**src/core/usbn_pkg.sv**
```systemverilog
// usbn_pkg: constants, types and register map of the usb node logic
// assumes a 20 MHz system clock and byte-wide pipe traffic
package usbn_pkg;
  localparam int NPIPE      = 7;
  localparam int CTRL_DEPTH = 8;
  localparam int BIG_DEPTH  = 64;
  localparam int PTR_W      = 6;
  localparam int CNT_W      = 7;
  localparam int EPN_W      = 4;
  localparam int FADDR_W    = 7;
  localparam int EPC_W      = 6;

  localparam int CLK_HZ        = 20_000_000;
  localparam int IDLE_SUSP_US  = 3000;
  localparam int IDLE_SUSP_CYC = IDLE_SUSP_US * (CLK_HZ / 1_000_000);
  localparam int RESET_SE0_NS  = 2500;
  localparam int RESET_SE0_CYC = (RESET_SE0_NS * (CLK_HZ / 1_000_000) + 999) / 1000;

  localparam logic [7:0] OFS_STATE  = 8'h00;
  localparam logic [7:0] OFS_ALTERNATE_EVENT_REG  = 8'h04;
  localparam logic [7:0] OFS_ALTMSK = 8'h08;
  localparam logic [7:0] OFS_FADDR  = 8'h0C;
  localparam logic [7:0] OFS_EPC    = 8'h10;
  localparam logic [7:0] OFS_FIFO   = 8'h40;
  localparam logic [7:0] OFS_FCNT   = 8'h60;

  localparam int EV_RESET  = 0;
  localparam int EV_RESUME = 1;
  localparam int EV_IDLE   = 2;
  localparam int EV_W      = 3;
  localparam int EPC_EN    = 4;
  localparam int EPC_ISO   = 5;

  localparam logic [FADDR_W-1:0] DEF_FADDR = 7'h00;
  localparam logic [1:0]         RESP_OKAY = 2'h0;
  localparam logic [1:0]         RESP_SLVERR = 2'h2;

  typedef enum logic [1:0] {NODE_ACTIVE, NODE_SLEEP, NODE_WAKE, NODE_REINIT} usbn_state_t;

  typedef struct packed {
    logic se0;
    logic j;
    logic k;
  } usbn_line_t;

  typedef struct packed {
    logic               valid;
    logic               isIn;
    logic [FADDR_W-1:0] addr;
    logic [EPN_W-1:0]   endp;
  } usbn_tok_t;

  typedef struct packed {
    logic       valid;
    logic [7:0] data;
  } usbn_byte_t;
endpackage

```
**src/core/usbn_node.sv**
```systemverilog
// usbn_node: node state, line events, address/endpoint decode, seven pipes
// assumes line, token and byte inputs are decoded by a sie, synchronous to mclk
//
// The AXI4-Lite slave port and the register addresses were chosen for this implementation.
`timescale 1ns/1ps
module usbn_node
  import usbn_pkg::*;
#(
  parameter int IDLE_CYC = IDLE_SUSP_CYC
) (
  input  wire logic                 mclk,
  input  wire logic                 rst_b,
  input  wire logic [7:0]           s_axi_awaddr,
  input  wire logic                 s_axi_awvalid,
  output logic                      s_axi_awready,
  input  wire logic [31:0]          s_axi_wdata,
  input  wire logic [3:0]           s_axi_wstrb,
  input  wire logic                 s_axi_wvalid,
  output logic                      s_axi_wready,
  output logic [1:0]                s_axi_bresp,
  output logic                      s_axi_bvalid,
  input  wire logic                 s_axi_bready,
  input  wire logic [7:0]           s_axi_araddr,
  input  wire logic                 s_axi_arvalid,
  output logic                      s_axi_arready,
  output logic [31:0]               s_axi_rdata,
  output logic [1:0]                s_axi_rresp,
  output logic                      s_axi_rvalid,
  input  wire logic                 s_axi_rready,
  input  wire usbn_pkg::usbn_line_t line,
  input  wire usbn_pkg::usbn_tok_t  tok,
  input  wire usbn_pkg::usbn_byte_t rxByte,
  input  wire logic                 txPop,
  output logic [7:0]                txData,
  output logic                      tokMatch,
  output logic [2:0]                tokPipe,
  output logic                      driveK,
  output logic                      wakeOut,
  output logic                      nodeIrq
);
  import usbn_pkg::*;

  usbn_state_t        state;
  logic [EV_W-1:0]    altEvent;
  logic [EV_W-1:0]    altMask;
  logic [FADDR_W-1:0] funcAddr;
  logic [EPC_W-1:0]   epc [NPIPE];
  logic [7:0]         fifoHead [NPIPE];
  logic [CNT_W-1:0]   fifoCnt [NPIPE];
  logic [NPIPE-1:0]   swPush;
  logic [NPIPE-1:0]   swPop;
  logic [NPIPE-1:0]   hit;
  logic               curValid;
  logic [31:0]        idleCnt;
  logic [31:0]        se0Cnt;
  logic               prevIdle;
  logic               resetEvt;
  logic               resumeEvt;
  logic               idleEvt;
  logic               wrFire;
  logic               rdFire;
  logic [7:0]         wrAddr;
  logic [31:0]        wrData;
  logic [31:0]        rdMux;
  logic               rdErr;
  logic               wrErr;
  logic               next_match;
  logic [2:0]         next_pipe;

  // returns {hit, index} for a block of NPIPE word registers
  function automatic logic [3:0] regIdx(input logic [7:0] a, input logic [7:0] base);
    logic [7:0] d;
    d = a - base;
    if (a >= base && d < 8'(4 * NPIPE) && a[1:0] == 2'h0)
      return {1'b1, d[4:2]};
    return 4'h0;
  endfunction

  // axi write: address and data held until both present
  assign wrFire = !s_axi_awready && !s_axi_wready && !s_axi_bvalid;
  always_ff @(posedge mclk or negedge rst_b) begin
    if (!rst_b) begin
      s_axi_awready <= 1'b1;
      s_axi_wready  <= 1'b1;
      s_axi_bvalid  <= 1'b0;
      s_axi_bresp   <= RESP_OKAY;
      wrAddr        <= 8'h00;
      wrData        <= 32'h0000_0000;
    end else begin
      if (s_axi_awvalid && s_axi_awready) begin
        s_axi_awready <= 1'b0;
        wrAddr        <= s_axi_awaddr;
      end
      if (s_axi_wvalid && s_axi_wready) begin
        s_axi_wready <= 1'b0;
        wrData       <= s_axi_wdata;
      end
      if (wrFire) begin
        s_axi_awready <= 1'b1;
        s_axi_wready  <= 1'b1;
        s_axi_bvalid  <= 1'b1;
        s_axi_bresp   <= wrErr ? RESP_SLVERR : RESP_OKAY;
      end else if (s_axi_bvalid && s_axi_bready) begin
        s_axi_bvalid <= 1'b0;
      end
    end
  end

  // write decode
  always_comb begin
    logic [3:0] e;
    logic [3:0] f;
    e = regIdx(wrAddr, OFS_EPC);
    f = regIdx(wrAddr, OFS_FIFO);
    swPush = '0;
    wrErr  = !(wrAddr == OFS_STATE || wrAddr == OFS_ALTERNATE_EVENT_REG || wrAddr == OFS_ALTMSK
               || wrAddr == OFS_FADDR || e[3] || f[3]);
    if (wrFire && f[3])
      swPush[f[2:0]] = 1'b1;
  end

  // axi read: one-cycle answer after address taken
  assign rdFire = s_axi_arvalid && s_axi_arready;
  always_comb begin
    logic [3:0] e;
    logic [3:0] f;
    logic [3:0] c;
    e = regIdx(s_axi_araddr, OFS_EPC);
    f = regIdx(s_axi_araddr, OFS_FIFO);
    c = regIdx(s_axi_araddr, OFS_FCNT);
    rdMux = 32'h0000_0000;
    rdErr = 1'b0;
    swPop = '0;
    if (s_axi_araddr == OFS_STATE)
      rdMux[1:0] = state;
    else if (s_axi_araddr == OFS_ALTERNATE_EVENT_REG)
      rdMux[EV_W-1:0] = altEvent;
    else if (s_axi_araddr == OFS_ALTMSK)
      rdMux[EV_W-1:0] = altMask;
    else if (s_axi_araddr == OFS_FADDR)
      rdMux[FADDR_W-1:0] = funcAddr;
    else if (e[3])
      rdMux[EPC_W-1:0] = epc[e[2:0]];
    else if (f[3]) begin
      rdMux[7:0] = fifoHead[f[2:0]];
      swPop[f[2:0]] = rdFire;
    end else if (c[3])
      rdMux[CNT_W-1:0] = fifoCnt[c[2:0]];
    else
      rdErr = 1'b1;
  end

  always_ff @(posedge mclk or negedge rst_b) begin
    if (!rst_b) begin
      s_axi_arready <= 1'b1;
      s_axi_rvalid  <= 1'b0;
      s_axi_rdata   <= 32'h0000_0000;
      s_axi_rresp   <= RESP_OKAY;
    end else if (rdFire) begin
      s_axi_arready <= 1'b0;
      s_axi_rvalid  <= 1'b1;
      s_axi_rdata   <= rdMux;
      s_axi_rresp   <= rdErr ? RESP_SLVERR : RESP_OKAY;
    end else if (s_axi_rvalid && s_axi_rready) begin
      s_axi_rvalid  <= 1'b0;
      s_axi_arready <= 1'b1;
    end
  end

  // line condition detectors
  assign idleEvt   = line.j && idleCnt == 32'(IDLE_CYC - 1);
  assign resetEvt  = line.se0 && se0Cnt == 32'(RESET_SE0_CYC - 1);
  assign resumeEvt = state == NODE_SLEEP && line.k && prevIdle;
  always_ff @(posedge mclk or negedge rst_b) begin
    if (!rst_b) begin
      idleCnt  <= 32'h0000_0000;
      se0Cnt   <= 32'h0000_0000;
      prevIdle <= 1'b0;
    end else begin
      prevIdle <= line.j;
      if (!line.j)
        idleCnt <= 32'h0000_0000;
      else if (idleCnt < 32'(IDLE_CYC))
        idleCnt <= idleCnt + 32'h0000_0001;
      if (!line.se0)
        se0Cnt <= 32'h0000_0000;
      else if (se0Cnt < 32'(RESET_SE0_CYC))
        se0Cnt <= se0Cnt + 32'h0000_0001;
    end
  end

  // alternate events: set beats write-one-to-clear
  always_ff @(posedge mclk or negedge rst_b) begin
    if (!rst_b) begin
      altEvent <= '0;
      altMask  <= '0;
      nodeIrq  <= 1'b0;
    end else begin
      altEvent <= (altEvent & ~((wrFire && wrAddr == OFS_ALTERNATE_EVENT_REG) ? wrData[EV_W-1:0] : '0))
                  | {idleEvt, resumeEvt, resetEvt};
      if (wrFire && wrAddr == OFS_ALTMSK)
        altMask <= wrData[EV_W-1:0];
      nodeIrq <= |(altEvent & altMask);
    end
  end

  // node state
  always_ff @(posedge mclk or negedge rst_b) begin
    if (!rst_b) begin
      state   <= NODE_REINIT;
      driveK  <= 1'b0;
      wakeOut <= 1'b0;
    end else begin
      if (resetEvt)
        state <= NODE_REINIT;
      else if (wrFire && wrAddr == OFS_STATE)
        state <= usbn_state_t'(wrData[1:0]);
      driveK  <= state == NODE_WAKE;
      wakeOut <= state == NODE_SLEEP && prevIdle && !line.j;
    end
  end

  // function address and endpoint control
  always_ff @(posedge mclk or negedge rst_b) begin
    if (!rst_b) begin
      funcAddr <= DEF_FADDR;
    end else if (resetEvt) begin
      funcAddr <= DEF_FADDR;
    end else if (wrFire && wrAddr == OFS_FADDR) begin
      funcAddr <= wrData[FADDR_W-1:0];
    end
  end

  always_ff @(posedge mclk or negedge rst_b) begin
    if (!rst_b) begin
      for (int i = 0; i < NPIPE; i++)
        epc[i] <= '0;
    end else begin
      for (int i = 0; i < NPIPE; i++)
        if (wrFire && regIdx(wrAddr, OFS_EPC) == {1'b1, 3'(i)})
          epc[i] <= wrData[EPC_W-1:0];
    end
  end

  // pipes and their fifos
  for (genvar p = 0; p < NPIPE; p++) begin : g_pipe
    localparam int  DEPTH  = (p == 0) ? CTRL_DEPTH : BIG_DEPTH;
    localparam bit  CAN_TX = (p == 0) || (p % 2 == 1);
    localparam bit  CAN_RX = (p % 2 == 0);
    logic [7:0]       mem [BIG_DEPTH];
    logic [PTR_W-1:0] rp;
    logic [PTR_W-1:0] wp;
    logic             linkPush;
    logic             push;
    logic             pop;
    logic             dirOk;
    logic             isoBlock;

    assign linkPush = CAN_RX && rxByte.valid && curValid && tokPipe == 3'(p);
    assign push = (linkPush || (CAN_TX && swPush[p])) && fifoCnt[p] < CNT_W'(DEPTH);
    assign pop  = ((CAN_TX && txPop && curValid && tokPipe == 3'(p)) || (CAN_RX && swPop[p]))
                  && fifoCnt[p] != '0;
    assign fifoHead[p] = mem[rp];
    assign dirOk = (p == 0) || (tok.isIn ? CAN_TX : CAN_RX);
    assign isoBlock = epc[p][EPC_ISO] && (tok.isIn ? fifoCnt[p] == '0 : fifoCnt[p] == CNT_W'(DEPTH));
    assign hit[p] = epc[p][EPC_EN] && epc[p][EPN_W-1:0] == tok.endp && dirOk && !isoBlock;

    always_ff @(posedge mclk) begin
      if (push)
        mem[wp] <= linkPush ? rxByte.data : wrData[7:0];
    end

    always_ff @(posedge mclk or negedge rst_b) begin
      if (!rst_b) begin
        rp         <= '0;
        wp         <= '0;
        fifoCnt[p] <= '0;
      end else begin
        if (push)
          wp <= (wp == PTR_W'(DEPTH - 1)) ? '0 : wp + PTR_W'(1);
        if (pop)
          rp <= (rp == PTR_W'(DEPTH - 1)) ? '0 : rp + PTR_W'(1);
        if (push && !pop)
          fifoCnt[p] <= fifoCnt[p] + CNT_W'(1);
        else if (pop && !push)
          fifoCnt[p] <= fifoCnt[p] - CNT_W'(1);
      end
    end
  end

  // lowest-numbered matching pipe wins
  always_comb begin
    next_match = 1'b0;
    next_pipe  = 3'h0;
    for (int i = NPIPE - 1; i >= 0; i--)
      if (hit[i]) begin
        next_match = 1'b1;
        next_pipe  = 3'(i);
      end
    if (tok.addr != funcAddr || !(state == NODE_ACTIVE || state == NODE_REINIT))
      next_match = 1'b0;
  end

  always_ff @(posedge mclk or negedge rst_b) begin
    if (!rst_b) begin
      curValid <= 1'b0;
      tokMatch <= 1'b0;
      tokPipe  <= 3'h0;
      txData   <= 8'h00;
    end else begin
      tokMatch <= tok.valid && next_match;
      if (tok.valid) begin
        curValid <= next_match;
        tokPipe  <= next_pipe;
      end
      if (txPop && curValid)
        txData <= fifoHead[tokPipe];
    end
  end

  a_drive_k: assert property (@(posedge mclk) disable iff (!rst_b)
    $past(state) == NODE_WAKE |-> driveK) else $error("K not driven in wake state");
  a_wake_pulse: assert property (@(posedge mclk) disable iff (!rst_b)
    wakeOut |-> $past(state) == NODE_SLEEP && $past(prevIdle)) else $error("wake pulse without idle sleep");
  a_reset_flag: assert property (@(posedge mclk) disable iff (!rst_b)
    resetEvt |=> altEvent[EV_RESET]) else $error("reset event not recorded");
  a_reset_addr: assert property (@(posedge mclk) disable iff (!rst_b)
    resetEvt |=> funcAddr == DEF_FADDR && state == NODE_REINIT) else $error("reset did not restore default");
  a_idle_flag: assert property (@(posedge mclk) disable iff (!rst_b)
    idleEvt |=> altEvent[EV_IDLE]) else $error("idle flag not set");
  a_irq_gate: assert property (@(posedge mclk) disable iff (!rst_b)
    nodeIrq |-> $past(|(altEvent & altMask))) else $error("interrupt without enabled event");
  a_match_addr: assert property (@(posedge mclk) disable iff (!rst_b)
    tokMatch |-> $past(tok.addr == funcAddr && tok.valid)) else $error("match on foreign address");
  a_match_low: assert property (@(posedge mclk) disable iff (!rst_b)
    tokMatch |-> (($past(hit) >> tokPipe) & 7'h01) == 7'h01
      && ($past(hit) & ((7'h01 << tokPipe) - 7'h01)) == 7'h00)
    else $error("match not on lowest pipe");
endmodule // usbn_node

```
**config.mk**
```make
export PLATFORM = sky130hd
export DESIGN_NAME = usbn_node
export DESIGN_NICKNAME = d
export VERILOG_FILES = /design/src/core/usbn_pkg.sv /design/src/core/usbn_node.sv
export SDC_FILE = /design/constraint.sdc
export NUM_CORES = 2
export LEC_CHECK = 0
export BUFFER_PORTS_ARGS = -buffer_cell sky130_fd_sc_hd__buf_2
export CAP_MARGIN = 20
export CORE_ASPECT_RATIO = 0.5
export CORE_UTILIZATION = 50
export DETAILED_ROUTE_END_ITERATION = 6
export GPL_TIMING_DRIVEN = 0
export PLACE_DENSITY = 0.76
export SLEW_MARGIN = 20
export SYNTH_ARGS = -nofsm -noshare
export SYNTH_HDL_FRONTEND = slang
export SYNTH_SLANG_ARGS = --single-unit
```
**constraint.sdc**
```tcl
create_clock -name mclk -period 4.3 [get_ports mclk]
set_input_delay 0.43 -clock mclk [delete_from_list [all_inputs] [get_ports mclk]]
set_output_delay 0.43 -clock mclk [all_outputs]
set_load 0.005 [all_outputs]
```
Word-level counts from Yosys, hierarchy flattened
Memory sizes are Yosys's and may differ from the RTL's.
Index checks and enable logic that the tools add are counted.
{ "totals": {"ff_bits": 304, "ram_bits": 3584, "elab_cells": 511, "memories": 7} }
{ "classes": {"add_sub_neg": 35, "magnitude_cmp": 27, "n_eq_ne": 55, "n_mux": 154, "bitwise_logic": 9, "reduce_logical": 172} }
{ "mem_list": {"columns": ["memory", "depth", "word_bits", "read_ports", "rd_ports_with_merged_regs", "write_ports", "line", "text"], "rows": [
  ["g_pipe[0].mem", 64, 8, 1, 0, 1, "usbn_node.sv:250", "logic [7:0] mem [BIG_DEPTH];"],
  ["g_pipe[1].mem", 64, 8, 1, 0, 1, "usbn_node.sv:250", null],
  ["g_pipe[2].mem", 64, 8, 1, 0, 1, "usbn_node.sv:250", null],
  ["g_pipe[3].mem", 64, 8, 1, 0, 1, "usbn_node.sv:250", null],
  ["g_pipe[4].mem", 64, 8, 1, 0, 1, "usbn_node.sv:250", null],
  ["g_pipe[5].mem", 64, 8, 1, 0, 1, "usbn_node.sv:250", null],
  ["+1 memories", null, null, null, null, null, null, null]
]} }
{ "ops": {"columns": ["cell", "n"], "rows": [
  ["$mux W7", 32],
  ["$mux W32", 4],
  ["$mux W6", 19],
  ["$logic_and A1 B1 Y1", 103],
  ["$add A6 B1 Y6 const B", 14],
  ["$eq A6 B6 Y1 const B", 12],
  ["$add A32 B1 Y32 const B", 2],
  ["$mux W8", 8],
  ["$mux W1", 57],
  ["$add A7 B1 Y7 const B", 7],
  ["$logic_not A7 Y1", 7],
  ["$reduce_bool A7 Y1", 7],
  ["$sub A7 B1 Y7 const B", 7],
  ["$bmux W8 S3", 2],
  ["$eq A7 B7 Y1 const B", 6],
  ["$lt A7 B7 Y1 const B", 6],
  ["$lt A8 B5 Y1 const B", 5],
  ["$mux W4", 10],
  ["$eq A32 B16 Y1 const B", 1],
  ["$eq A32 B6 Y1 const B", 1],
  ["$eq A8 B4 Y1 const B", 4],
  ["$lt A32 B16 Y1 const B", 1],
  ["$lt A32 B6 Y1 const B", 1],
  ["$mux W3", 10],
  ["37 further kinds", 126]
]} }

Longest topological paths before layout
{ "logic_depth": {"word_depth": 22, "depth_mapped": 20, "depth_no_buf": 18} }

Least setup slack after synthesis
Ideal clock, no wire load.
{ "synth_path": {"kind": "input to register", "start": "input port s_axi_araddr[4]", "end": "register fifoCnt[48] (netlist bit)", "arrival_time_ns": 3.995, "required_ns": 4.175, "path_slack_ns": 0.180, "path_stages": 20, "n_path_buf": 2, "cell_sequence": "buf_2 > inv_1 > clkbuf_1 > ha_1 > or3b_1 > a211oi_2 > a2111oi_2 > a22oi_1 > nor2_2 > inv_1 > ha_1 > inv_1 > fa_1 > a21o_1 > a21oi_1 > o21bai_1 > a21oi_1 > xnor2_1 > nor2_1 > xor2_1"} }
{ "synth_via": {"elab_chain_len": 22, "elab_cells_between_ends": 38, "cone_classes": "2 x add/sub; 6 x order compare; 3 x eq/ne; 14 x mux; 1 x bitwise; 12 x reduce/logical"} }
{ "synth_rtl": {"columns": ["item", "line", "text"], "rows": [
  ["start, declared", "usbn_node.sv:23", "input wire logic [7:0] s_axi_araddr,"],
  ["$sub A8 B7 Y8", "usbn_node.sv:73", "d = a - base;"],
  ["$lt A8 B5 Y1", "usbn_node.sv:74", "if (a >= base && d < 8'(4 * NPIPE) && a[1:0] == 2'h0)"],
  ["$logic_and A1 B1 Y1 (2 in series)", "usbn_node.sv:74", null],
  ["$mux W1", "usbn_node.sv:74", null],
  ["$mux W4", "usbn_node.sv:76", "return 4'h0;"],
  ["$lt A3 B4 Y1 (not written as such) or $ge A3 B1 Y1 (tied branches)", "usbn_node.sv:146", "swPop[f[2:0]] = rdFire;"],
  ["$logic_and A1 B1 Y1 (not written as such)", "usbn_node.sv:146", null],
  ["$mux W1 (not written as such)", "usbn_node.sv:146", null],
  ["(+5 left out)", null, null],
  ["$mux W7", "usbn_node.sv:138", "else if (s_axi_araddr == OFS_ALTMSK)"],
  ["$mux W7", "usbn_node.sv:136", "else if (s_axi_araddr == OFS_ALTERNATE_EVENT_REG)"],
  ["$mux W7 *", "usbn_node.sv:134", "if (s_axi_araddr == OFS_STATE)"],
  ["$logic_or A1 B1 Y1 *", "usbn_node.sv:261", "assign pop = ((CAN_TX && txPop && curValid && tokPipe == 3'(p)) || (CAN_RX && swPop[p]))"],
  ["$logic_and A1 B1 Y1 *", "usbn_node.sv:262", "&& fifoCnt[p] != '0;"],
  ["$logic_not A1 Y1", "usbn_node.sv:283", "if (push && !pop)"],
  ["$logic_and A1 B1 Y1", "usbn_node.sv:283", null],
  ["$mux W7 or $reduce_bool A2 Y1 (tied branches)", null, null],
  ["end signal, assigned by index", "usbn_node.sv:284", "fifoCnt[p] <= fifoCnt[p] + CNT_W'(1);"],
  ["end signal, assigned by index", "usbn_node.sv:286", "fifoCnt[p] <= fifoCnt[p] - CNT_W'(1);"],
  ["end, declared", "usbn_node.sv:49", "logic [CNT_W-1:0] fifoCnt [NPIPE];"]
]} }
Every way passes the cells marked *; elsewhere a longest branch is shown, timed or not. The select of a mux whose other input is x is not followed.
A chain may end at the register's enable or synchronous reset.

Final worst setup path
{ "layout_path": {"start": "register g_pipe[3].rp[1]", "end": "register txData[7]"} }
{ "layout_via": {"elab_chain_len": 4} }
{ "layout_rtl": {"columns": ["item", "line", "text"], "rows": [
  ["start, declared", "usbn_node.sv:251", "logic [PTR_W-1:0] rp;"],
  ["start signal, assigned", "usbn_node.sv:282", "rp <= (rp == PTR_W'(DEPTH - 1)) ? '0 : rp + PTR_W'(1);"],
  ["$mem_v2 Z64 W8", null, null],
  ["$bmux W8 S3", "usbn_node.sv:317", "txData <= fifoHead[tokPipe];"],
  ["$mux W8 (not written as such) (2 in series)", "usbn_node.sv:317", null],
  ["end signal, assigned", "usbn_node.sv:317", null],
  ["end, declared", "usbn_node.sv:34", "output logic [7:0] txData,"]
]} }
Every way passes these cells. The select of a mux whose other input is x is not followed.

==> results.txt <==
Combinational Power Share = 0.098
Max-cap viol count = 0
Seq pwr share = 0.549
Switching power = 21.93 mW
Max-slew violations = 0
Max_slew headroom = 0.1714
Synth unique cells = 97
Critical Path End Type = flop
# DRC = 0
Least-Margin Pin Slew = 1.243 ns
DRT Wirelength = 443000 um
Cts bufs inserted = 339
DRT Pass-1 Iters = 7
RR Endpoint = txData[7]
PwrDens = 500.7 nW/um^2
CP required = 5.07 ns
Placed cells = 12.65k
EDFF count, synth = 3584
Share of layout cells above drive strength 1 = 0.2207
Commonest cells after routing, fill and taps aside = 3584 x edfxtp_1, 850 x mux4_2, 622 x nor2_1
Initial Util = 0.5031
Failing checks = setup timing
Gpl congestion = 0.9866
Static Leak = 56.09 nW
Worst-path clk slew = 0.07 ns
FF-to-FF setup slack = -0.04 ns
CP arrival = 5.11 ns
Core area = 312400 um^2
Setup CP Type = flop to flop
IO Pins = 141
Post-synth ARST share = 0.07771
Die Y = 398.5 um
Area Growth Syn to Fin = 11.62%
Top FF cell, synth = edfxtp_1
Setup violators final = 4
Hold Violations, Final = 0
Ys Warns = 0
Critical Path Most Common Cell = buf_4
Internal power = 65.92 mW
Launching point of the worst reg2reg path = g_pipe[3].rp[1]
Tcrit/Tclk final = 1.010
CTS tree = built
Fmax = 230.2 MHz
Largest net degree at the start of global routing = 95
Tmin final = 4.344 ns
Vias in the first global route = 85.35k
Antenna violations before repair = 41
Htree depth = 5
Row count = 145
Clk sinks = 3886
Via/cell ratio = 6.628
CP max stage cell = dfrtp_1
Most common cell after layout, fill and taps aside = edfxtp_1
Worst ir drop on vdd = 0.8522 mV
Cells after Synth = 8323
Global-route wire length before repair = 623600 um
Avg Cell Area, Syn = 18.89 um^2
Clock Skew = 0.05911 ns
Root Driver = clkbuf_16
Cell depth of the worst flop-to-flop path = 11
PortBufs = 82
DRT antenna net count = 0
Critical Path, Cell by Cell = buf_4 > buf_4 > buf_4 > mux4_2 > a22oi_1 > a21oi_1 > nor2_1 > o211ai_1 > and2_1 > nor4_1 > a211oi_1
Clock Tree Buf Depth = 4
Critical path launch point type = flop
Switching Fraction = 0.2496
Iteration-0 DRC Markers = 14.52k
Overall routing resource usage = 0.2743
CP max FO = 10
Syn Std Cell Area = 157200 um^2
Routed WL per cell = 33.24 um
Power share of the clock group = 0.353
Total gr overflow = 0
Die X = 794.9 um
Seq/Total Area, Yosys = 0.7328
Hold Crit Class = primary input to asynchronous set/reset pin
RSZ-0062 raised after global routing = no
Number of fill cells in the layout = 22.78k
Via Count = 88.36k
Outcome = finished, violations left
Nets = 9003
Worst hold slack = 0.07729 ns
Final setup margin = -0.04393 ns
Max stage delay on crit path = 0.58 ns
Final cell count without fillers = 13.33k
Worst skew pair latency = 0.93 ns
Post-synthesis register bit count = 3886
Die footprint = 316800 um^2
Dpl hpwl = 287400 um
## sequential cells by signal (all words and copies together), names as in the netlist, 3 cells and up
register and count:
funcAddr 7, altEvent 3, g_pipe.wp 42, se0Cnt 32, idleCnt 32, fifoCnt 49, altMask 3, wrAddr 8
txData 8, epc 42, wrData 8, tokPipe 3, g_pipe.mem 3584, g_pipe.rp 42, s_axi_rdata 8
## synthesized netlist by cell type, types with 63 or more instances
master | count | area [um^2]
buf_4 | 96 | 720.7
nor2b_1 | 72 | 450.4
inv_1 | 73 | 274.0
mux2i_1 | 195 | 1952
ha_1 | 72 | 900.9
mux4_2 | 850 | 19140
and2_1 | 63 | 394.1
a22oi_1 | 178 | 1336
dfrtp_1 | 297 | 7432
clkbuf_1 | 169 | 634.4
nand2_1 | 321 | 1205
nor2_1 | 657 | 2466
a21oi_1 | 147 | 735.7
mux2_2 | 161 | 1813
o21ai_0 | 124 | 620.6
xnor2_1 | 89 | 779.5
edfxtp_1 | 3584 | 107600
buf_2 | 115 | 575.6
nand3_1 | 150 | 750.7
## critical path, delay by kind of cell, from the launching register on
family | cells | cell delay, ns
AOI/OAI and AO/OA | 4 | 1.19
buffers and inverters | 3 | 0.95
muxes | 1 | 0.37
and+or+nand+nor | 3 | 1.09
DFF | 1 | 0.58
## per-layer routing
layer | vias to the layer above | track usage | wire length, um
met5 | - | 0 | 122
met4 | 20 | 0.1302 | 25730
met3 | 1308 | 0.07617 | 57610
met2 | 6709 | 0.4148 | 198300
met1 | 45560 | 0.3737 | 161300
li1 | 34759 | - | -
## cell families (layout without fill, tap and decap cells)
logic type / count (synthesis) / count (layout) / share of synthesized area
AO/OA/AOI/OAI: 878 / 878 / 0.03884
adder cells (fa/ha/maj): 79 / 79 / 0.006623
other: 1 / 49 / 0.00002386
flip-flops: 3886 / 3886 / 0.7328
XOR/XNOR: 140 / 140 / 0.007801
buffers and inverters: 552 / 1322 / 0.01914
AND/OR/NAND/NOR: 1564 / 1564 / 0.04621
multiplexers: 1223 / 1223 / 0.1486
## worst max path at each step
stage | startpoint | endpoint | slack [ns]
finish | g_pipe[3].rp[1] | txData[7] | -0.04
global route | g_pipe[5].rp[1] | s_axi_rdata[3] | 0.001
CTS | s_axi_araddr[4] | fifoCnt[34] | -0.15
detailed placement | s_axi_araddr[4] | fifoCnt[34] | -1.70
global placement | rst_b | g_pipe[0].rp[2] | -4.00
floorplan | s_axi_araddr[4] | fifoCnt[48] | 0.18
## final cells by class
| type | count | area, um^2 | share of cell area |
|---|---|---|---|
| buffer | 469 | 2704 | 0.01541 |
| timing repair buffer | 154 | 1480 | 0.008436 |
| tap | 4189 | 5241 | 0.02987 |
| clock inverter | 179 | 1799 | 0.01025 |
| sequential | 3886 | 115200 | 0.6567 |
| antenna | 23 | 57.56 | 0.0003280 |
| multi-input combinational | 3910 | 39500 | 0.2252 |
| clock buffer | 441 | 9143 | 0.05211 |
| inverter | 79 | 307.8 | 0.001754 |
## power groups by stage
stage | clock, mW | combinational (mW) | sequential, mW
2_1_floorplan | 0 | 3.45 | 49.6
3_3_place_gp | 0 | 5.35 | 50.6
3_5_place_dp | 0 | 8.48 | 49.0
4_1_cts | 31.0 | 8.52 | 48.2
5_1_grt | 32.4 | 9.22 | 48.2
6_report | 31.0 | 8.63 | 48.2
## repair_timing
item / in CTS / in global routing
hold buffers: 28 / 0
endpoints found under the hold margin: 191 / 0
resized for setup: 48 / 21
setup buffers: 1 / 9
pin swaps: 1 / 3
setup endpoints to repair: 283 / 327
## stage by stage
stage,total power [mW],util,setup WS [ns],setup TNS (ns),area [um^2]
after global placement,55.97,0.5215,-4.000,-9208.51,162900
after global routing,89.86,0.5615,0.0009508,0,175400
after floorplan,53.02,-,0.1800,0,157300
after detailed placement,57.48,0.5243,-1.699,-67.07,163800
final,87.84,0.5616,-0.04393,-0.1024,175500
after CTS,87.70,0.5607,-0.1530,-0.1530,175200
No activity file was read; power rests on OpenSTA's default activity.
